## src/rtl/atsp_pkg.sv

```systemverilog
// Shared constants for the ten-bit async serial port
package atsp_pkg;
    // Register byte offsets
    localparam logic [3:0] ADDR_DATA = 4'h0;
    localparam logic [3:0] ADDR_CTRL = 4'h4;
    localparam logic [3:0] ADDR_IRQ_STAT = 4'h8;
    localparam logic [3:0] ADDR_IRQ_MASK = 4'hC;
    // Control register fields
    localparam int CTRL_TX_DONE = 0;
    localparam int CTRL_RX_DONE = 1;
    localparam int CTRL_NINTH = 2;
    localparam int CTRL_MPROC = 3;
    localparam int CTRL_REN = 4;
    localparam int CTRL_DBL = 5;
    localparam int CTRL_TX_SRC = 6;
    localparam int CTRL_RX_SRC = 7;
    localparam int CTRL_W = 8;
    // Interrupt status fields
    localparam int IRQ_TX = 0;
    localparam int IRQ_RX = 1;
    localparam int IRQ_W = 2;
    // Bit timing
    localparam logic [3:0] SAMPLE_A = 4'h6;
    localparam logic [3:0] SAMPLE_B = 4'h7;
    localparam logic [3:0] SAMPLE_C = 4'h8;
    localparam logic [3:0] BIT_LAST = 4'hF;
    localparam logic [3:0] TX_BITS = 4'hA;
    localparam logic [8:0] RX_PRELOAD = 9'h1FF;
endpackage

```

## src/rtl/atsp_tick_if.sv

```systemverilog
// Sixteen-per-bit oversample tick bundle between the tick divider and the port core
`timescale 1ns/1ps
`default_nettype none
interface atsp_tick_if;
    logic tx_tick;
    logic rx_tick;
    modport src (output tx_tick, output rx_tick);
    modport dst (input tx_tick, input rx_tick);
endinterface
`default_nettype wire

```

## src/rtl/atsp_rx_vote.sv

```systemverilog
// Three-sample majority vote for the receive line
`timescale 1ns/1ps
`default_nettype none
module atsp_rx_vote
(
    // Clock and reset
    input wire logic clk_i,
    input wire logic rst_i,
    // Sampling
    input wire logic rxd_i,
    input wire logic tick_i,
    input wire logic [3:0] phase_i,
    // Result
    output logic bit_o
);
    logic [2:0] smp_reg;

    always_ff @(posedge clk_i)
    begin
        if (rst_i)
            smp_reg <= 3'h7;
        else if (tick_i && (phase_i == atsp_pkg::SAMPLE_A || phase_i == atsp_pkg::SAMPLE_B
                 || phase_i == atsp_pkg::SAMPLE_C))
            smp_reg <= {smp_reg[1:0], rxd_i};
    end

    assign bit_o = (smp_reg[0] & smp_reg[1]) | (smp_reg[1] & smp_reg[2]) | (smp_reg[0] & smp_reg[2]);
endmodule
`default_nettype wire

```

## src/rtl/atsp_tick_gen.sv

```systemverilog
// Oversample tick selection and baud doubler
`timescale 1ns/1ps
`default_nettype none
module atsp_tick_gen
(
    // Clock and reset
    input wire logic clk_i,
    input wire logic rst_i,
    // Timer overflow ticks and selection
    input wire logic t1_ovf_i,
    input wire logic t2_ovf_i,
    input wire logic tx_src_i,
    input wire logic rx_src_i,
    input wire logic dbl_i,
    // Ticks out
    atsp_tick_if.src tick
);
    logic t1_half_reg;
    logic t2_half_reg;
    logic t1_tick;
    logic t2_tick;

    // Undoubled rate takes every second overflow
    always_ff @(posedge clk_i)
    begin
        if (rst_i)
        begin
            t1_half_reg <= 1'b0;
            t2_half_reg <= 1'b0;
        end
        else
        begin
            if (t1_ovf_i)
                t1_half_reg <= ~t1_half_reg;
            if (t2_ovf_i)
                t2_half_reg <= ~t2_half_reg;
        end
    end

    assign t1_tick = t1_ovf_i & (dbl_i | t1_half_reg);
    assign t2_tick = t2_ovf_i & (dbl_i | t2_half_reg);
    assign tick.tx_tick = tx_src_i ? t2_tick : t1_tick;
    assign tick.rx_tick = rx_src_i ? t2_tick : t1_tick;
endmodule
`default_nettype wire

```

## src/rtl/atsp_uart.sv

```systemverilog
// Ten-bit async serial port with Wishbone registers
// What this block does
// - Start low, eight data LSB first, stop high
// - Received stop bit lands in ninth-bit flag
// - Rate from timer 1, timer 2, or split
// - Data write loads marker one, requests send
// - Send starts after next divide-by-16 rollover
// - Start bit, then data enable, then shifting
// - Zeros shift in; marker detect ends send
// - Send ends at tenth rollover after write
// - Receive starts on sampled falling line edge
// - Edge resets counter, preloads ones
// - Majority of samples seven, eight, nine
// - Nonzero start bit restarts the hunt
// - Shift in from right, nine-bit register
// - Accept only if done clear and, with multiprocessor check on, stop high
// - Always resume hunting after final shift
// - Interrupt is receive-done OR transmit-done
// - Doubler bit doubles the bit rate
// - Software writes to flags act like hardware on serial_irq_o only
//
// The Wishbone register port and the address map were chosen for this implementation.
`timescale 1ns/1ps
`default_nettype none
module atsp_uart
(
    // Clock and reset
    input wire logic clk_i,
    input wire logic rst_i,
    // Wishbone slave
    input wire logic cyc_i,
    input wire logic stb_i,
    input wire logic we_i,
    input wire logic [3:0] adr_i,
    input wire logic [3:0] sel_i,
    input wire logic [31:0] dat_i,
    output logic [31:0] dat_o,
    output logic ack_o,
    // Timer overflow ticks
    input wire logic t1_ovf_i,
    input wire logic t2_ovf_i,
    // Serial line
    input wire logic rxd_i,
    output logic txd_o,
    // Interrupts
    output logic irq_o,
    output logic serial_irq_o
);
    typedef enum logic [1:0] {TX_IDLE = 2'b00, TX_WAIT = 2'b01, TX_START = 2'b10, TX_DATA = 2'b11} atsp_tx_t;
    typedef enum logic [1:0] {RX_HUNT = 2'b00, RX_START = 2'b01, RX_BITS = 2'b10} atsp_rx_t;

    atsp_tick_if tick ();

    logic [7:0] serial_data_buffer;
    logic [atsp_pkg::CTRL_W-1:0] serial_control_reg;
    logic [atsp_pkg::IRQ_W-1:0] irq_stat_reg;
    logic [atsp_pkg::IRQ_W-1:0] irq_mask_reg;
    logic ack_reg;
    logic [31:0] dat_reg;
    logic wr_stb;
    logic rd_stb;
    logic data_wr;
    logic ctrl_wr;
    logic tx_done_set;
    logic rx_accept;

    atsp_tx_t tx_state_reg;
    logic [3:0] tx_div_reg;
    logic [8:0] tx_shift_reg;
    logic [3:0] tx_bits_reg;
    logic txd_reg;
    logic tx_roll;

    atsp_rx_t rx_state_reg;
    logic [1:0] rxd_sync_reg;
    logic rxd_prev_reg;
    logic [3:0] rx_div_reg;
    logic [8:0] rx_shift_reg;
    logic rx_bit;
    logic rx_end_bit;

    logic tx_done_flag;
    logic rx_done_flag;
    logic multiproc_check_enable;
    logic rx_enable;
    logic baud_doubler;

    assign tx_done_flag = serial_control_reg[atsp_pkg::CTRL_TX_DONE];
    assign rx_done_flag = serial_control_reg[atsp_pkg::CTRL_RX_DONE];
    assign multiproc_check_enable = serial_control_reg[atsp_pkg::CTRL_MPROC];
    assign rx_enable = serial_control_reg[atsp_pkg::CTRL_REN];
    assign baud_doubler = serial_control_reg[atsp_pkg::CTRL_DBL];

    atsp_tick_gen u_tick
    (
        .clk_i(clk_i),
        .rst_i(rst_i),
        .t1_ovf_i(t1_ovf_i),
        .t2_ovf_i(t2_ovf_i),
        .tx_src_i(serial_control_reg[atsp_pkg::CTRL_TX_SRC]),
        .rx_src_i(serial_control_reg[atsp_pkg::CTRL_RX_SRC]),
        .dbl_i(baud_doubler),
        .tick(tick.src)
    );

    // Bus decode; one wait state, so ack comes the cycle after the request
    assign wr_stb = cyc_i & stb_i & we_i & ~ack_reg;
    assign rd_stb = cyc_i & stb_i & ~we_i & ~ack_reg;
    assign data_wr = wr_stb & sel_i[0] & (adr_i == atsp_pkg::ADDR_DATA);
    assign ctrl_wr = wr_stb & sel_i[0] & (adr_i == atsp_pkg::ADDR_CTRL);

    always_ff @(posedge clk_i)
    begin
        if (rst_i)
            ack_reg <= 1'b0;
        else
            ack_reg <= cyc_i & stb_i & ~ack_reg;
    end

    always_ff @(posedge clk_i)
    begin
        if (rst_i)
            dat_reg <= 32'h0000_0000;
        else if (rd_stb)
        begin
            unique case (adr_i)
                atsp_pkg::ADDR_DATA: dat_reg <= {24'h00_0000, serial_data_buffer};
                atsp_pkg::ADDR_CTRL: dat_reg <= {24'h00_0000, serial_control_reg};
                atsp_pkg::ADDR_IRQ_STAT: dat_reg <= {30'h0000_0000, irq_stat_reg};
                atsp_pkg::ADDR_IRQ_MASK: dat_reg <= {30'h0000_0000, irq_mask_reg};
                default: dat_reg <= 32'h0000_0000;
            endcase
        end
    end

    assign ack_o = ack_reg;
    assign dat_o = dat_reg;

    // Control register: hardware sets win over a software clear in the same cycle
    // Flags are plain bits, so software may raise them and serial_irq_o follows, but irq_o does not
    always_ff @(posedge clk_i)
    begin
        if (rst_i)
            serial_control_reg <= '0;
        else
        begin
            if (ctrl_wr)
                serial_control_reg <= dat_i[atsp_pkg::CTRL_W-1:0];
            if (tx_done_set)
                serial_control_reg[atsp_pkg::CTRL_TX_DONE] <= 1'b1;
            if (rx_accept)
            begin
                serial_control_reg[atsp_pkg::CTRL_RX_DONE] <= 1'b1;
                serial_control_reg[atsp_pkg::CTRL_NINTH] <= rx_end_bit;
            end
        end
    end

    // Interrupt status: sticky, write one to clear, set wins
    always_ff @(posedge clk_i)
    begin
        if (rst_i)
        begin
            irq_stat_reg <= '0;
            irq_mask_reg <= '0;
        end
        else
        begin
            if (wr_stb && sel_i[0] && adr_i == atsp_pkg::ADDR_IRQ_MASK)
                irq_mask_reg <= dat_i[atsp_pkg::IRQ_W-1:0];
            if (wr_stb && sel_i[0] && adr_i == atsp_pkg::ADDR_IRQ_STAT)
                irq_stat_reg <= irq_stat_reg & ~dat_i[atsp_pkg::IRQ_W-1:0];
            if (tx_done_set)
                irq_stat_reg[atsp_pkg::IRQ_TX] <= 1'b1;
            if (rx_accept)
                irq_stat_reg[atsp_pkg::IRQ_RX] <= 1'b1;
        end
    end

    assign irq_o = |(irq_stat_reg & irq_mask_reg);
    assign serial_irq_o = tx_done_flag | rx_done_flag;

    // Transmit path; divider free-runs so bits follow its rollover
    assign tx_roll = tick.tx_tick & (tx_div_reg == atsp_pkg::BIT_LAST);
    // Counter holds the rollovers already seen, so the tenth arrives while it reads nine
    assign tx_done_set = (tx_state_reg == TX_DATA) & tx_roll & (tx_shift_reg[8:1] == 8'h01)
                         & (tx_bits_reg == atsp_pkg::TX_BITS - 4'h1);

    always_ff @(posedge clk_i)
    begin
        if (rst_i)
            tx_div_reg <= 4'h0;
        else if (tick.tx_tick)
            tx_div_reg <= tx_div_reg + 4'h1;
    end

    always_ff @(posedge clk_i)
    begin
        if (rst_i)
        begin
            tx_state_reg <= TX_IDLE;
            tx_shift_reg <= 9'h000;
            tx_bits_reg <= 4'h0;
            txd_reg <= 1'b1;
        end
        else if (data_wr)
        begin
            // Write restarts any send in progress
            // A cut frame leaves the line high until the next rollover
            tx_shift_reg <= {1'b1, dat_i[7:0]};
            tx_state_reg <= TX_WAIT;
            tx_bits_reg <= 4'h0;
            txd_reg <= 1'b1;
        end
        else if (tx_roll)
        begin
            unique case (tx_state_reg)
                TX_IDLE:
                    txd_reg <= 1'b1;
                TX_WAIT:
                begin
                    tx_state_reg <= TX_START;
                    txd_reg <= 1'b0;
                    tx_bits_reg <= 4'h1;
                end
                TX_START:
                begin
                    tx_state_reg <= TX_DATA;
                    txd_reg <= tx_shift_reg[0];
                    tx_bits_reg <= tx_bits_reg + 4'h1;
                end
                TX_DATA:
                begin
                    tx_shift_reg <= {1'b0, tx_shift_reg[8:1]};
                    tx_bits_reg <= tx_bits_reg + 4'h1;
                    if (tx_done_set)
                    begin
                        tx_state_reg <= TX_IDLE;
                        txd_reg <= 1'b1;
                    end
                    else
                        txd_reg <= tx_shift_reg[1];
                end
            endcase
        end
    end

    assign txd_o = txd_reg;

    // Receive path; line is a pin so it is synchronised first
    always_ff @(posedge clk_i)
    begin
        if (rst_i)
        begin
            rxd_sync_reg <= 2'b11;
            rxd_prev_reg <= 1'b1;
        end
        else
        begin
            rxd_sync_reg <= {rxd_sync_reg[0], rxd_i};
            if (tick.rx_tick)
                rxd_prev_reg <= rxd_sync_reg[1];
        end
    end

    // Vote sees the synchronised line, so samples lag the pin by two cycles
    atsp_rx_vote u_vote
    (
        .clk_i(clk_i),
        .rst_i(rst_i),
        .rxd_i(rxd_sync_reg[1]),
        .tick_i(tick.rx_tick),
        .phase_i(rx_div_reg),
        .bit_o(rx_bit)
    );

    // Final shift: start bit (zero) sits at the leftmost position
    // Stop bit is judged at the end of its time, so a start edge with no idle before it is missed
    assign rx_end_bit = rx_bit;
    assign rx_accept = (rx_state_reg == RX_BITS) & tick.rx_tick & (rx_div_reg == atsp_pkg::BIT_LAST)
                       & ~rx_shift_reg[8] & ~rx_done_flag
                       & (~multiproc_check_enable | rx_end_bit);

    always_ff @(posedge clk_i)
    begin
        if (rst_i)
        begin
            rx_state_reg <= RX_HUNT;
            rx_div_reg <= 4'h0;
            rx_shift_reg <= atsp_pkg::RX_PRELOAD;
        end
        else if (tick.rx_tick)
        begin
            rx_div_reg <= rx_div_reg + 4'h1;
            unique case (rx_state_reg)
                RX_HUNT:
                    if (rx_enable && rxd_prev_reg && !rxd_sync_reg[1])
                    begin
                        rx_div_reg <= 4'h0;
                        rx_shift_reg <= atsp_pkg::RX_PRELOAD;
                        rx_state_reg <= RX_START;
                    end
                RX_START:
                    if (rx_div_reg == atsp_pkg::BIT_LAST)
                    begin
                        if (rx_bit)
                            rx_state_reg <= RX_HUNT;
                        else
                        begin
                            rx_shift_reg <= {rx_shift_reg[7:0], 1'b0};
                            rx_state_reg <= RX_BITS;
                        end
                    end
                RX_BITS:
                    if (rx_div_reg == atsp_pkg::BIT_LAST)
                    begin
                        rx_shift_reg <= {rx_shift_reg[7:0], rx_bit};
                        if (!rx_shift_reg[8])
                            rx_state_reg <= RX_HUNT;
                    end
                default:
                    rx_state_reg <= RX_HUNT;
            endcase
        end
    end

    // First data bit sits highest after the left shifts; the line sends LSB first
    logic [7:0] rx_byte;
    for (genvar i = 0; i < 8; i++)
    begin : g_rx_order
        assign rx_byte[i] = rx_shift_reg[7 - i];
    end

    // Buffer takes the data byte from the final shift
    always_ff @(posedge clk_i)
    begin
        if (rst_i)
            serial_data_buffer <= 8'h00;
        else if (rx_accept)
            serial_data_buffer <= rx_byte;
    end
endmodule
`default_nettype wire

```

## config.mk

```make
export PLATFORM = sky130hd
export DESIGN_NAME = atsp_uart
export DESIGN_NICKNAME = d
export VERILOG_FILES = /design/src/rtl/atsp_pkg.sv /design/src/rtl/atsp_tick_if.sv /design/src/rtl/atsp_rx_vote.sv /design/src/rtl/atsp_tick_gen.sv /design/src/rtl/atsp_uart.sv
export SDC_FILE = /design/constraint.sdc
export NUM_CORES = 1
export LEC_CHECK = 0
export BUFFER_PORTS_ARGS = -buffer_cell sky130_fd_sc_hd__clkbuf_2
export CORE_MARGIN = 10
export CORE_UTILIZATION = 54
export CTS_CLUSTER_SIZE = 12
export DETAILED_ROUTE_END_ITERATION = 10
export GPL_TIMING_DRIVEN = 0
export MAX_ROUTING_LAYER = met4
export PLACE_DENSITY = 0.89
export SETUP_SLACK_MARGIN = 0.5
export SLEW_MARGIN = 0
export SYNTH_ARGS = -nofsm -noshare
export SYNTH_HDL_FRONTEND = slang
export SYNTH_SLANG_ARGS = --single-unit
```

## constraint.sdc

```tcl
create_clock -name clk_i -period 2.08 [get_ports clk_i]
set_clock_uncertainty 0.2 [all_clocks]
set_input_delay 0.416 -clock clk_i [delete_from_list [all_inputs] [get_ports clk_i]]
set_output_delay 0.416 -clock clk_i [all_outputs]
set_load 0.1 [all_outputs]
```

### Word-level counts from Yosys, hierarchy flattened

Cells that the tools add are included.

| storage, ports and cells | value |
|---|---|
| logic and storage cells | 150 |
| input port bits | 48 |
| bits in registers | 96 |

| operators by class | value |
|---|---|
| muxes and demuxes | 32 |
| bitwise operators | 39 |
| reductions and logical operators | 31 |
| equality and inequality tests | 22 |
| add/subtract/negate cells | 3 |

Operator list:

| operator | count |
|---|---|
| 2-to-1 mux 9 bit | 7 |
| one-hot mux 8 bit (4 select lines) | 1 |
| one-hot mux 9 bit (3 select lines) | 1 |
| == test 4 bit (second input constant) | 6 |
| AND 1 bit | 23 |
| 2-to-1 mux 2 bit | 8 |
| nonzero test 2 bit | 7 |
| adder 4 x 1 -> 4 bit (second input constant) | 3 |
| == test 4 x 3 -> 1 bit (second input constant) | 3 |
| one-hot mux 2 bit (3 select lines) | 2 |
| != test 2 bit (second input constant) | 5 |
| == test 8 x 1 -> 1 bit (second input constant) | 1 |
| 2-to-1 mux 1 bit | 8 |
| 2-to-1 mux 4 bit | 2 |
| one-hot mux 4 bit (2 select lines) | 1 |
| inverter 1 bit | 7 |
| == test 2 bit (second input constant) | 3 |
| logical AND 1 bit | 6 |
| bitwise OR 1 bit | 6 |
| AND reduction 3 bit | 2 |
| AND reduction 6 bit | 1 |
| nonzero test 3 bit | 2 |
| OR reduction 2 bit | 3 |
| AND reduction 5 bit | 1 |
| other kinds (13) | 18 |

### Longest topological paths before layout

Gate-level depths: netlist (run 1).

| depth | value |
|---|---|
| word-level depth | 11 |
| mapped depth | 8 |
| mapped depth without buffers | 6 |

### Modules after synthesis

A second synthesis (run 1) with hierarchy kept.

| unflattened totals | value |
|---|---|
| cells, all modules | 386 |
| area, all modules | 3562.2 µm² |

Modules (own cells, without submodules):

| module | sequential area each (µm²) | area an instance (µm²) | times used | cells an instance |
|---|---|---|---|---|
| atsp_uart | 1341.3 | 3285.7 | 1 | 359 |
| atsp_rx_vote | 60.1 | 157.7 | 1 | 14 |
| atsp_tick_gen | 40.0 | 118.9 | 1 | 13 |

### Worst setup path before layout (run 1)

Ideal clock, no wire load.

| timing | value |
|---|---|
| kind | reg-to-reg |
| from | register ack_reg (netlist: ack_o) |
| to | register serial_control_reg[1] (netlist name) |
| data arrival time | 1.811 ns |
| setup slack | -0.063 ns |
| period minus slack after synthesis | 2.143 ns |
| path buffers | 1 |
| stages on the path, launching flop included | 6 |
| required time | 1.748 ns |
| path through | dfxtp_1 > and3b_1 > nand4b_1 > buf_2 > mux2i_1 > a21oi_1 |

| on the way | value |
|---|---|
| word-level cells in the longest chain between the ends | 5 |

RTL lines:

| element | line | RTL |
|---|---|---|
| start: declaration | atsp_uart.sv:58 | `logic ack_reg;` |
| start signal: assignment | atsp_uart.sv:117 | `ack_reg <= cyc_i & stb_i & ~ack_reg;` |
| inverter 1 bit | atsp_uart.sv:107 | `assign wr_stb = cyc_i & stb_i & we_i & ~ack_reg;` |
| AND 1 bit | atsp_uart.sv:107 |  |
| AND 1 bit (2 in series) | atsp_uart.sv:110 | `assign ctrl_wr = wr_stb & sel_i[0] & (adr_i == atsp_pkg::ADDR_CTRL);` |
| nonzero test 2 bit (no line) | n/a |  |
| end signal: assignment | atsp_uart.sv:148 | `serial_control_reg <= dat_i[atsp_pkg::CTRL_W-1:0];` |
| end signal: indexed assignment | atsp_uart.sv:154 | `serial_control_reg[atsp_pkg::CTRL_NINTH] <= rx_end_bit;` |
| end: declaration | atsp_uart.sv:55 | `logic [atsp_pkg::CTRL_W-1:0] serial_control_reg;` |

Every way passes these cells.
A chain may end at the register's enable or synchronous reset.

### Worst setup path after layout (run 1)

| timing | value |
|---|---|
| from | register rx_state_reg[0] |
| to | register rx_shift_reg[0] |

| on the way | value |
|---|---|
| word-level cells in the longest chain between the ends | 3 |
| elaborated cells between the ends (all ways) | 10 |
| those cells by class | eq/ne (6); mux (1); reduce/logical (3) |

RTL lines:

| element | line | RTL |
|---|---|---|
| start: declaration | atsp_uart.sv:74 | `atsp_rx_t rx_state_reg;` |
| start signal: assignment | atsp_uart.sv:288 | `rx_state_reg <= RX_HUNT;` |
| start signal: assignment | atsp_uart.sv:301 | `rx_state_reg <= RX_START;` |
| start signal: assignment | atsp_uart.sv:307 | `rx_state_reg <= RX_HUNT;` |
| == test 2 x 1 -> 1 bit, or another cell as far along | atsp_uart.sv:295 | `unique case (rx_state_reg)` |
| != test 2 bit (no line), or another cell as far along | n/a |  |
| AND reduction 6 bit (no line) | n/a |  |
| end signal: assignment | atsp_uart.sv:290 | `rx_shift_reg <= atsp_pkg::RX_PRELOAD;` |
| end signal: assignment | atsp_uart.sv:300 | `rx_shift_reg <= atsp_pkg::RX_PRELOAD;` |
| end signal: assignment | atsp_uart.sv:310 | `rx_shift_reg <= {rx_shift_reg[7:0], 1'b0};` |
| end: declaration | atsp_uart.sv:78 | `logic [8:0] rx_shift_reg;` |

Several ways; a longest one is shown, not always the timed one.

==> impl_results.md, run 1 <==
* Internal power at 2.18 mW
* Worst-path cell chain: inv_4, ha_4, or2_1, buf_6, a211oi_4, nand3_2, buf_6, mux2i_1
* WL final at 14500 um
* Iteration-0 DRC count of the detailed router at 334
* Ys flop type: dfxtp_1
* Initial core utilization at 0.568
* Commonest cells after routing, fill and taps aside: 57 x buf_4, 42 x dfxtp_1, 30 x nor2_1, 30 x mux2i_1, 26 x nand2_1
* Crit path buffers/inverters at 3
* Status: finished, final reports clean
* DR pass1 iterations at 5
* Total Routing Usage GR at 0.234
* Largest net degree at the start of global routing at 12
* Crit path largest cell delay at 380 ps
* Fmax at 500 MHz
* # diodes at 0
* Port Buf Inserts at 32
* Area growth from synthesis to layout at 48.1%
* Peak VDD IR at 0.000537 V
* Cell Pwr Density at 575 nW/um^2
* Slowest stage cell, crit path: dfxtp_4
* I/O pins at 84
* Mapped Cells at 406
* Worst skew pair latency at 370 ps
* Area leader, netlist: dfxtp_1
* Die Wd at 102 um
* Netlist cell types at 56
* Initial antenna violation count at 0
* FILL cells at 305
* Req. time, crit path at 2160 ps
* Tmin final at 2000 ps
* Congestion Overflow GR at 0
* Commonest non-fill, non-tap cell in the layout: buf_4
* H-Tree Depth at 3
* Number of remaining DRC errors at 0
* Final hold vios at 0
* Post-synth top area share at 0.393
* Post-route ant nets at 0
* Util after Layout at 0.840
* Slew HR at 0.523
* Rows at 29
* Final GP Congestion at 0.884
* Clock tree buffer depth at 2
* RR Startpoint: rx_state_reg[0]$_SDFFE_PP0P_
* Sequential fraction of design power at 0.450
* Via/cell ratio at 6.35
* Seq cells post-synth at 72
* Final Net Count at 579
* Clk root buf: clkbuf_8
* Top Family by Delay on Critical Path: simple AND/OR/NAND/NOR gates
* WP data arrival at 2080 ps
* Clock share of power at 0.392
* Die height at 102 um
* Clk slew on worst S/H paths at 70 ps
* Hold buffers post-CTS at 0
* CP most frequent cell: buf_6
* Critical path type: reg -> reg
* Post-synthesis sequential area ratio at 0.393
* HP Class: in -> reg
* Clk sinks at 72
* Synth top area cells: dfxtp_1 39%, mux2i_1 8.7%, buf_4 5.7%
* Vias post-DR at 3828
* Leak Pwr at 2.34 nW
* Max-cap check violation count at 0
* Share of layout cells above drive strength 1 at 0.481
* Setup violations, final at 0
* Fraction of registers with async set/reset at 0
* Critical Path End Type: flop
* First-pass GRT wire length at 18400 um
* CP max FO at 4
* Fin crit share at 0.962
* Combinational power share at 0.158
* Post-synthesis cell area at 3670 um^2
* Post-synth EDFFs at 0
* WL/cell at 24.0 um
* Core area at 6460 um^2
* CP Launch Point: rx_state_reg[0]$_SDFFE_PP0P_
* Number of global-route vias before repair at 3613
* Worst Hold Launch: rxd_i
* RSZ-0062 raised after global routing: true
* Total power at 3.12 mW
* CTS tree: built
* Syn avg cell area at 9.03 um^2
* CTS Buf Count at 9
* Worst slew pin tran at 710 ps
* Startpoint types: flop
* Sw Share at 0.300
* Final slew viol count at 0
* Die area at 10500 um^2
* Switching pwr at 0.935 mW
* HPWL Detailed at 6670 um
* Ys Warns at 0
-- layer usage --
metal,vias up,share of wire,GRT usage
met5,-,0,-
met4,0,0.084,0.166
met3,134,0.094,0.0756
met2,271,0.49,0.401
met1,1790,0.33,0.217
li1,1633,-,-
-- Yosys cell counts, types with 8 or more instances --
| master | count |
|---|---|
| a21oi_1 | 28 |
| nand3_1 | 33 |
| buf_4 | 28 |
| o21ai_0 | 18 |
| and3_1 | 12 |
| nand2_1 | 31 |
| dfxtp_1 | 72 |
| mux2i_1 | 32 |
| ha_1 | 10 |
| o2bb2ai_1 | 8 |
| mux2_2 | 8 |
| nor2_1 | 32 |
| inv_1 | 10 |
-- timing repair --
action / 4_1_cts / 5_1_grt
endpoints found under the setup margin: 62 / 77
pin swaps: 27 / 31
gates cloned: 4 / 2
gates resized for setup: 98 / 101
setup buffers: 19 / 24
-- area by class of cell --
type	count	area, um^2	share of cell area
Multi-Input combinational cell	304	2450	0.452
Inverter	10	46.3	0.00853
Timing Repair Buffer	80	771	0.142
Tap cell	77	96.3	0.0178
Buffer	44	354	0.0652
Clock buffer	14	174	0.0320
Sequential cell	72	1500	0.276
Clock inverter	2	35.0	0.00645
-- power groups by stage --
stage,combinational (mW),clock (mW),sequential (mW)
finish,0.494,1.22,1.40
global route,0.510,1.28,1.40
CTS,0.424,1.19,1.40
detailed placement,0.380,0,1.43
global placement,0.375,0,1.43
floorplan,0.318,0,1.44
-- path summary, 6_finish.rpt --
check                            endpoint  slack, ps  cells past startpoint
max          rx_shift_reg[0]$_SDFFE_PP1P_         80                      8
min            rxd_sync_reg[0]$_SDFF_PP1_         30                      2
max reg2reg  rx_shift_reg[0]$_SDFFE_PP1P_         80                      8
min reg2reg    rxd_sync_reg[1]$_SDFF_PP1_        220                      1
-- metrics by stage --
stage               TNS (ps)  setup slack (ps)  std cells  hold WS [ps]  area, um^2
finish                     0              78.5        603          33.6        5430
global route           -7.70             -7.70        603          28.8        5430
CTS                        0               195        577          28.8        4890
detailed placement         0              50.4        538           196        4110
global placement           0               102        538           194        4110
floorplan                  0               317        429           189        3850
-- cell families (layout without fill, tap and decap cells) --
family,after synthesis,in the layout,share of synthesized area
AND/OR/NAND/NOR,135,135,0.183
AO/OA/AOI/OAI,81,82,0.148
flip-flops,72,72,0.393
buffers and inverters,54,150,0.0863
multiplexers,44,44,0.132
adder cells (fa/ha/maj),11,11,0.0369
XOR/XNOR,8,8,0.0191
other,1,24,0.00102
Note: power is estimated with default switching activity, not from simulation.
==> inputs of run 2 (changes only) <==
--- a/config.mk
+++ b/config.mk
@@ -5,14 +5,15 @@
 export SDC_FILE = /design/constraint.sdc
 export NUM_CORES = 1
 export LEC_CHECK = 0
-export BUFFER_PORTS_ARGS = -buffer_cell sky130_fd_sc_hd__clkbuf_2
+export BUFFER_PORTS_ARGS = -buffer_cell sky130_fd_sc_hd__buf_4
 export CORE_MARGIN = 10
-export CORE_UTILIZATION = 54
+export CORE_UTILIZATION = 55
+export CTS_BUF_LIST = sky130_fd_sc_hd__clkbuf_2
 export CTS_CLUSTER_SIZE = 12
 export DETAILED_ROUTE_END_ITERATION = 10
 export GPL_TIMING_DRIVEN = 0
 export MAX_ROUTING_LAYER = met4
-export PLACE_DENSITY = 0.89
+export PLACE_DENSITY = 0.9
 export SETUP_SLACK_MARGIN = 0.5
 export SLEW_MARGIN = 0
 export SYNTH_ARGS = -nofsm -noshare
==> run 2 against run 1 <==
  * Sequential share of layout area fell by 0.46 points
  * Critical endpoint is now irq_o
  * Worst setup slack got worse by 53 ps
  * Die area fell by 1.5%
  * Routed wire length rose by 6.3%
  * Total power fell by 5.6%
  * Largest power group unchanged
  * Sequential cell count did not move
  * Hold slack got worse by 29 ps
  * Global-route usage rose by 1.9 points
==> impl_results.md, run 2 (synthesis gave the netlist of run 1 again) <==
* Congestion Overflow GR at 0 (unchanged)
* Crit path capture: irq_o
* Cell Pwr Density at 529 nW/um^2 (-7.9%)
* Req. time, crit path at 1460 ps (-700 ps)
* Via/cell ratio at 6.45 (+1.6%)
* Leak Pwr at 2.34 nW (+0.19%)
* Fmax at 487 MHz (-2.6%)
* First-pass GRT wire length at 19800 um (+7.4%)
* Global routing's busiest layer: met2
* Worst-path cell chain: a22o_4, buf_12
* Share of layout cells above drive strength 1 at 0.466 (-0.0153)
* Clk root buf: clkbuf_2
* Port Buf Inserts at 32 (unchanged)
* Commonest non-fill, non-tap cell in the layout: buf_4
* Number of global-route vias before repair at 3883 (+7.5%)
* Slowest stage cell, crit path: dfxtp_2
* Worst slew pin tran at 802 ps (+91.8 ps)
* Fin crit share at 0.988 (+0.0254)
* WL/cell at 24.9 um (+3.9%)
* CTS tree: built
* Clk slew on worst S/H paths at 230 ps (+160 ps)
* Area growth from synthesis to layout at 51.8%
* FILL cells at 277 (-9.2%)
* Total Routing Usage GR at 0.253 (+0.0192)
* Die Wd at 102 um (-0.74%)
* Die area at 10300 um^2 (-1.5%)
* H-Tree Depth at 3 (unchanged)
* Cells on worst reg2reg path at 8 (unchanged)
* Startpoint types: flop
* Clock tree buffer depth at 2 (unchanged)
* Final hold vios at 0 (unchanged)
* Post-route ant nets at 0 (unchanged)
* Hold buffers post-CTS at 17 (+17)
* Crit path largest cell delay at 390 ps (about the same)
* CP max FO at 2 (-2)
* Tmin final at 2050 ps (+52.9 ps)
* Slew HR at 0.461 (-0.0616)
* Worst slack, placed at 74.7 ps (+24.3 ps)
* Peak VDD IR at 0.000479 V (-11%)
* Util after Layout at 0.867 (+0.0264)
* Status: finished, final reports clean
* WL final at 15400 um (+6.3%)
* Critical path type: reg -> out
* RR Startpoint: rx_state_reg[1]$_SDFFE_PP0P_
* Initial antenna violation count at 1 (+1)
* Die height at 102 um (-0.74%)
* Top Family by Delay on Critical Path: flip-flops
* WP data arrival at 1440 ps (-640 ps)
* Clk sinks at 72 (unchanged)
* R2r setup slk at 150 ps (+70 ps)
* Crit path buffers/inverters at 1 (-2)
* HP Class: in -> reg
* Grt met1 use at 0.237 (+0.0200)
* Final GP Congestion at 0.881 (-0.29%)
* DR pass1 iterations at 5 (unchanged)
* Fin worst setup slack at 25.6 ps (-52.9 ps)
* Worst skew pair latency at 620 ps (+250 ps)
* Initial core utilization at 0.571 (+0.00321)
* Iteration-0 DRC count of the detailed router at 477 (+43%)
* Number of remaining DRC errors at 0 (unchanged)
* I/O pins at 84 (unchanged)
* Core area at 6420 um^2 (-0.56%)
* Reg area at 1510 um^2 (+0.84%)
* HPWL Detailed at 6920 um (+3.8%)
* RSZ-0062 raised after global routing: true
* Setup violations, final at 0 (unchanged)
* CTS Buf Count at 9 (unchanged)
* Final slew viol count at 0 (unchanged)
* Global routing usage on met2 at 0.442 (+0.0414)
* Met3 Track Usage GR at 0.0667 (-0.00886)
* CP Launch Point: irq_stat_reg[1]$_SDFFE_PP0P_
* Final Net Count at 592 (+2.2%)
* Max-cap check violation count at 0 (unchanged)
* Critical Path End Type: output pin
* Reg2reg end: rx_shift_reg[3]$_SDFFE_PP1P_
* Multi-input logic area at 2480 um^2 (+0.97%)
* Largest net degree at the start of global routing at 14 (+2)
* Rows at 29 (unchanged)
* Vias post-DR at 3980 (+4.0%)
* WP depth at 2 (-6)
* Commonest cells after routing, fill and taps aside: 74 x buf_4, 36 x dfxtp_1, 30 x nor2_1, 30 x nand3_1
[run 2: cell types whose count changed in the layout (fill, tap and decap cells not counted), moves of 8 or more]
cell	previous run	this run
clkbuf_2	24	9
clkbuf_8	10	0
dlygate4sd3_1	0	17
nand3_1	22	30
buf_4	57	74
nand3_2	11	3
[run 2: per-layer routing]
| layer | wire, um | share of wire | vias up |
|---|---|---|---|
| li1 | - | - | 1654 |
| met1 | 5100 | 0.33 | 1848 |
| met2 | 7400 | 0.48 | 332 |
| met3 | 1360 | 0.089 | 146 |
| met4 | 1500 | 0.097 | 0 |
| met5 | 0 | 0 | - |
[run 2: where the power goes]
| part | switching [mW] | total (mW) | leakage [nW] | internal (mW) |
|---|---|---|---|---|
| clock | 0.593 | 0.992 | 0.0801 | 0.399 |
| sequential | 0.0204 | 1.41 | 0.598 | 1.39 |
| combinational | 0.372 | 0.545 | 1.66 | 0.173 |
| total | 0.985 | 2.94 | 2.34 | 1.96 |
[run 2: worst min path at each step]
stage | slack [ps] | start | endpoint | depth (start not counted)
finish | 4 | adr_i[2] | tx_shift_reg[8]$_SDFFE_PP0P_ | 4
global route | -30 | adr_i[2] | tx_shift_reg[8]$_SDFFE_PP0P_ | 4
CTS | 30 | adr_i[0] | dat_o[6]$_SDFFE_PP0P_ | 4
detailed placement | 220 | rxd_sync_reg[0]$_SDFF_PP1_ | rxd_sync_reg[1]$_SDFF_PP1_ | 1
global placement | 190 | rxd_sync_reg[0]$_SDFF_PP1_ | rxd_sync_reg[1]$_SDFF_PP1_ | 1
floorplan | 190 | rxd_sync_reg[0]$_SDFF_PP1_ | rxd_sync_reg[1]$_SDFF_PP1_ | 1
[run 2: worst register-to-register path, delay by kind of cell, from the launching register on]
family,cells,cell delay (ps)
AOI/OAI and AO/OA,1,210
adders and majority gates,1,150
buffers and inverters,3,350
DFF,1,430
muxes,1,150
and+or+nand+nor,2,360
[run 2: repair_timing]
action	4_1_cts	5_1_grt
endpoints found under the hold margin	28	1
gates resized for setup	141	56
pin swaps	47	29
setup endpoints to repair	63	77
gates cloned	4	0
buffers inserted	25	16
[run 2: metrics by stage]
step / cell area (um^2) / power [mW] / TNS (ps) / instances / hold WS (ps)
finish: 5570 / 2.94 / 0 / 617 / 4.31
global route: 5570 / 3.02 / -22.5 / 617 / -31.4
CTS: 5180 / 2.81 / 0 / 600 / 26.1
detailed placement: 4190 / 1.83 / 0 / 538 / 220
global placement: 4190 / 1.82 / 0 / 538 / 195
floorplan: 3850 / 1.75 / 0 / 429 / 189
[run 2: layout make-up]
type / count / share of cell area
Multi-Input combinational cell: 303 / 0.445
Sequential cell: 72 / 0.271
Tap cell: 77 / 0.0173
Clock inverter: 7 / 0.0171
Buffer: 44 / 0.0600
Inverter: 10 / 0.00764
Timing Repair Buffer: 94 / 0.173
Clock buffer: 9 / 0.00809
Antenna cell: 1 / 0.000450
==> inputs of run 3 (changes only) <==
--- a/config.mk
+++ b/config.mk
@@ -18,4 +18,5 @@
 export SLEW_MARGIN = 0
 export SYNTH_ARGS = -nofsm -noshare
 export SYNTH_HDL_FRONTEND = slang
+export SYNTH_HIERARCHICAL = 1
 export SYNTH_SLANG_ARGS = --single-unit
==> run 3 against run 2 <==
  * The flow now finishes with violations (setup timing)
  * First-iteration DRC count down 18%
  * Combinational power shrank 14%
  * Synthesized cell count shrank 4.9%
  * Core utilization shrank 6.4 points
  * Via count is 10% lower
  * Synthesized area fell by 2.8%
  * Clock power shrank 31%
  * Fmax shrank 5.2%
  * Die area decreased by 2.3%
  * Hold slack gained 38 ps
  * Sequential cell count did not move
  * Clock-buffer cell count increased by 1
==> impl_results.md, run 3 <==
* DP Cell Count at 517 (-3.9%)
* WP data arrival at 2390 ps (+950 ps)
* WL/cell at 21.6 um (-13%)
* Tmin final at 2170 ps (+114 ps)
* H-Tree Depth at 3 (unchanged)
* CP max FO at 4 (+2)
* Setup TNS at -340 ps (-340 ps)
* Mux cell area share after synthesis at 0.155 (+0.0228)
* Fraction of registers with async set/reset at 0 (unchanged)
* CTS Buf Count at 9 (unchanged)
* Final slew viol count at 0 (unchanged)
* Post-synth top area share at 0.405 (+0.0115)
* Commonest cells after routing, fill and taps aside: 73 x buf_4, 51 x dfxtp_1, 43 x nor2_1
* CTS tree: built
* Port Buf Inserts at 31 (-3.1%)
* Failing checks: setup timing
* Seq cells post-synth at 72 (unchanged)
* Cell Pwr Density at 505 nW/um^2 (-4.6%)
* Initial antenna violation count at 0 (-1)
* Peak VDD IR at 0.000342 V (-29%)
* Largest net degree at the start of global routing at 13 (-1)
* Clock tree buffer depth at 2 (unchanged)
* Synth Area in XOR/XNOR at 0.0172 (-0.00190)
* Via/cell ratio at 6.08 (-5.8%)
* Syn avg cell area at 9.23 um^2 (+2.2%)
* Area leader, netlist: dfxtp_1
* Slew HR at 0.514 (+0.0523)
* Worst Hold Launch: rst_i
* Total power at 2.56 mW (-13%)
* Fin worst setup slack at -87.9 ps (-114 ps)
* FILL cells at 335 (+21%)
* Post-synthesis adder-cell area fraction at 0.0309 (-0.00595)
* Most common cell in the netlist: dfxtp_1
* Final hold vios at 0 (unchanged)
* Mapped Cells at 386 (-4.9%)
* Fmax at 461 MHz (-5.2%)
* Final Net Count at 563 (-4.9%)
* Post-synthesis cell area at 3560 um^2 (-2.8%)
* Share of layout cells above drive strength 1 at 0.376 (-0.0899)
* Leak Pwr at 2.20 nW (-6.0%)
* Smallest hold slack at 42.2 ps (+37.9 ps)
* Ys flop type: dfxtp_1
* First-pass GRT wire length at 17600 um (-11%)
* Vias post-DR at 3573 (-10%)
* Ys Warns at 6 (+6)
* Netlist cell types at 55 (-1.8%)
* Hold Path Depth at 3 (-1)
* Max-cap check violation count at 0 (unchanged)
* Compound-Gate Fraction of Synth Area at 0.119 (-0.0287)
* Reg2reg end: serial_control_reg[2]$_SDFFE_PP0P_
* Fin crit share at 1.04 (+0.0546)
* Core area at 6310 um^2 (-1.7%)
* Die area at 10100 um^2 (-2.3%)
* Worst skew pair latency at 570 ps (-50 ps)
* Worst slack, placed at -299 ps (-374 ps)
* RR Startpoint: serial_control_reg[7]$_SDFFE_PP0P_
* Commonest cells post-synth: 72 x dfxtp_1, 44 x mux2i_1, 44 x nor2_1
* Clk slew on worst S/H paths at 210 ps (-20 ps)
* Startpoint types: flop
* Commonest non-fill, non-tap cell in the layout: buf_4
* Die height at 100 um (-1.1%)
* HPWL Detailed at 6340 um (-8.5%)
* Critical path type: reg -> reg
* Final std cells w/o fill at 588 (-4.7%)
* HP Class: in -> reg
* Critical Path End Type: flop
* I/O pins at 84 (unchanged)
* Util after Layout at 0.803 (-0.0635)
* Setup violations, final at 9 (+9)
* Largest family of logic cells by synthesized area: simple AND/OR/NAND/NOR gates
* Post-synthesis simple-gate area fraction at 0.191 (+0.00814)
* Final instance area at 5070 um^2 (-8.9%)
* Area growth from synthesis to layout at 42.4%
* Total Routing Usage GR at 0.223 (-0.0303)
* Die Wd at 100 um (-1.1%)
* Number of remaining DRC errors at 0 (unchanged)
* Area after DPL at 4080 um^2 (-2.6%)
* Post-route ant nets at 0 (unchanged)
* Clk root buf: clkbuf_2
* DR pass1 iterations at 9 (+4)
* Clk sinks at 72 (unchanged)
* Post-synthesis sequential area ratio at 0.405 (+0.0115)
* Iteration-0 DRC count of the detailed router at 392 (-18%)
* Req. time, crit path at 2300 ps (+840 ps)
* Congestion Overflow GR at 0 (unchanged)
* Synth top area cells: dfxtp_1 40%, mux2i_1 12%, buf_4 5.3%
* Cells on worst reg2reg path at 7 (-1)
* # diodes at 0 (-1)
* Final GP Congestion at 0.883 (+0.20%)
* Post-synth EDFFs at 0 (unchanged)
* Worst slew pin tran at 730 ps (-72.3 ps)
* Status: finished, violations left
* Rows at 29 (unchanged)
* WL final at 12700 um (-17%)
* R2r setup slk at -90 ps (-240 ps)
* RSZ-0062 raised after global routing: true
* Initial core utilization at 0.564 (-0.00661)
* Hold Path End: u_vote/smp_reg[0]$_SDFFE_PP1P_
* Number of global-route vias before repair at 3480 (-10%)
-- run 3: changes by cell type after synthesis, moves of 4 or more --
| cell | before | now |
|---|---|---|
| clkbuf_1 | 7 | 12 |
| mux2i_1 | 32 | 44 |
| nand2_1 | 31 | 19 |
| nand3_1 | 33 | 12 |
| nand4_1 | 1 | 5 |
| nor2_1 | 32 | 44 |
| nor3b_1 | 0 | 4 |
| o2bb2ai_1 | 8 | 1 |
-- run 3: report_power, final --
group,switching [mW],internal (mW)
Sequential,0.0147,1.39
Clock,0.532,0.152
Combinational,0.321,0.150
Total,0.867,1.69
-- run 3: what timing repair did --
item	CTS	global route
gates cloned	2	0
hold buffers	16	1
buffers inserted	25	12
endpoints found under the hold margin	25	5
setup endpoints to repair	56	74
resized for setup	90	23
pin swaps	21	15
-- run 3: area by class of cell --
type | instances | area (um^2) | share of cell area
Tap cell | 77 | 96.3 | 0.0190
Sequential cell | 72 | 1480 | 0.291
Multi-Input combinational cell | 287 | 2180 | 0.430
Clock buffer | 10 | 50.0 | 0.00987
Clock inverter | 5 | 35.0 | 0.00691
Inverter | 8 | 30.0 | 0.00592
Timing Repair Buffer | 87 | 906 | 0.179
Buffer | 42 | 297 | 0.0585
-- run 3: cells by family after synthesis --
| kind of cell | Yosys count |
|---|---|
| and+or+nand+nor | 123 |
| AOI/OAI and AO/OA | 72 |
| DFF | 72 |
| muxes | 52 |
| buffers and inverters | 50 |
| adders and majority gates | 9 |
| xor gates and xnor gates | 7 |
| other | 1 |
-- run 3: worst max-delay path by stage --
stage | endpoint | cells past startpoint | start | slack [ps]
2_1_floorplan | serial_data_buffer[7]$_SDFFE_PP0P_ | 7 | t2_ovf_i | 10
3_3_place_gp | serial_data_buffer[5]$_SDFFE_PP0P_ | 8 | t2_ovf_i | -250
3_5_place_dp | serial_data_buffer[4]$_SDFFE_PP0P_ | 8 | t2_ovf_i | -300
4_1_cts | serial_control_reg[2]$_SDFFE_PP0P_ | 7 | serial_control_reg[7]$_SDFFE_PP0P_ | -10
5_1_grt | serial_data_buffer[2]$_SDFFE_PP0P_ | 9 | serial_control_reg[7]$_SDFFE_PP0P_ | -140
6_report | serial_control_reg[2]$_SDFFE_PP0P_ | 7 | serial_control_reg[7]$_SDFFE_PP0P_ | -90
-- run 3: critical path, cell delays in order (launching register included) --
cell,delay [ps]
dfxtp_4,410
mux2i_1,130
a21oi_2,170
buf_4,160
nand3b_4,80
or4_4,540
a221oi_2,290
a311oi_1,70
-- run 3: routing by layer --
metal	wire (um)	GRT usage
met1	4360	0.222
met2	6320	0.385
met3	1170	0.0535
met4	881	0.135
met5	0	-
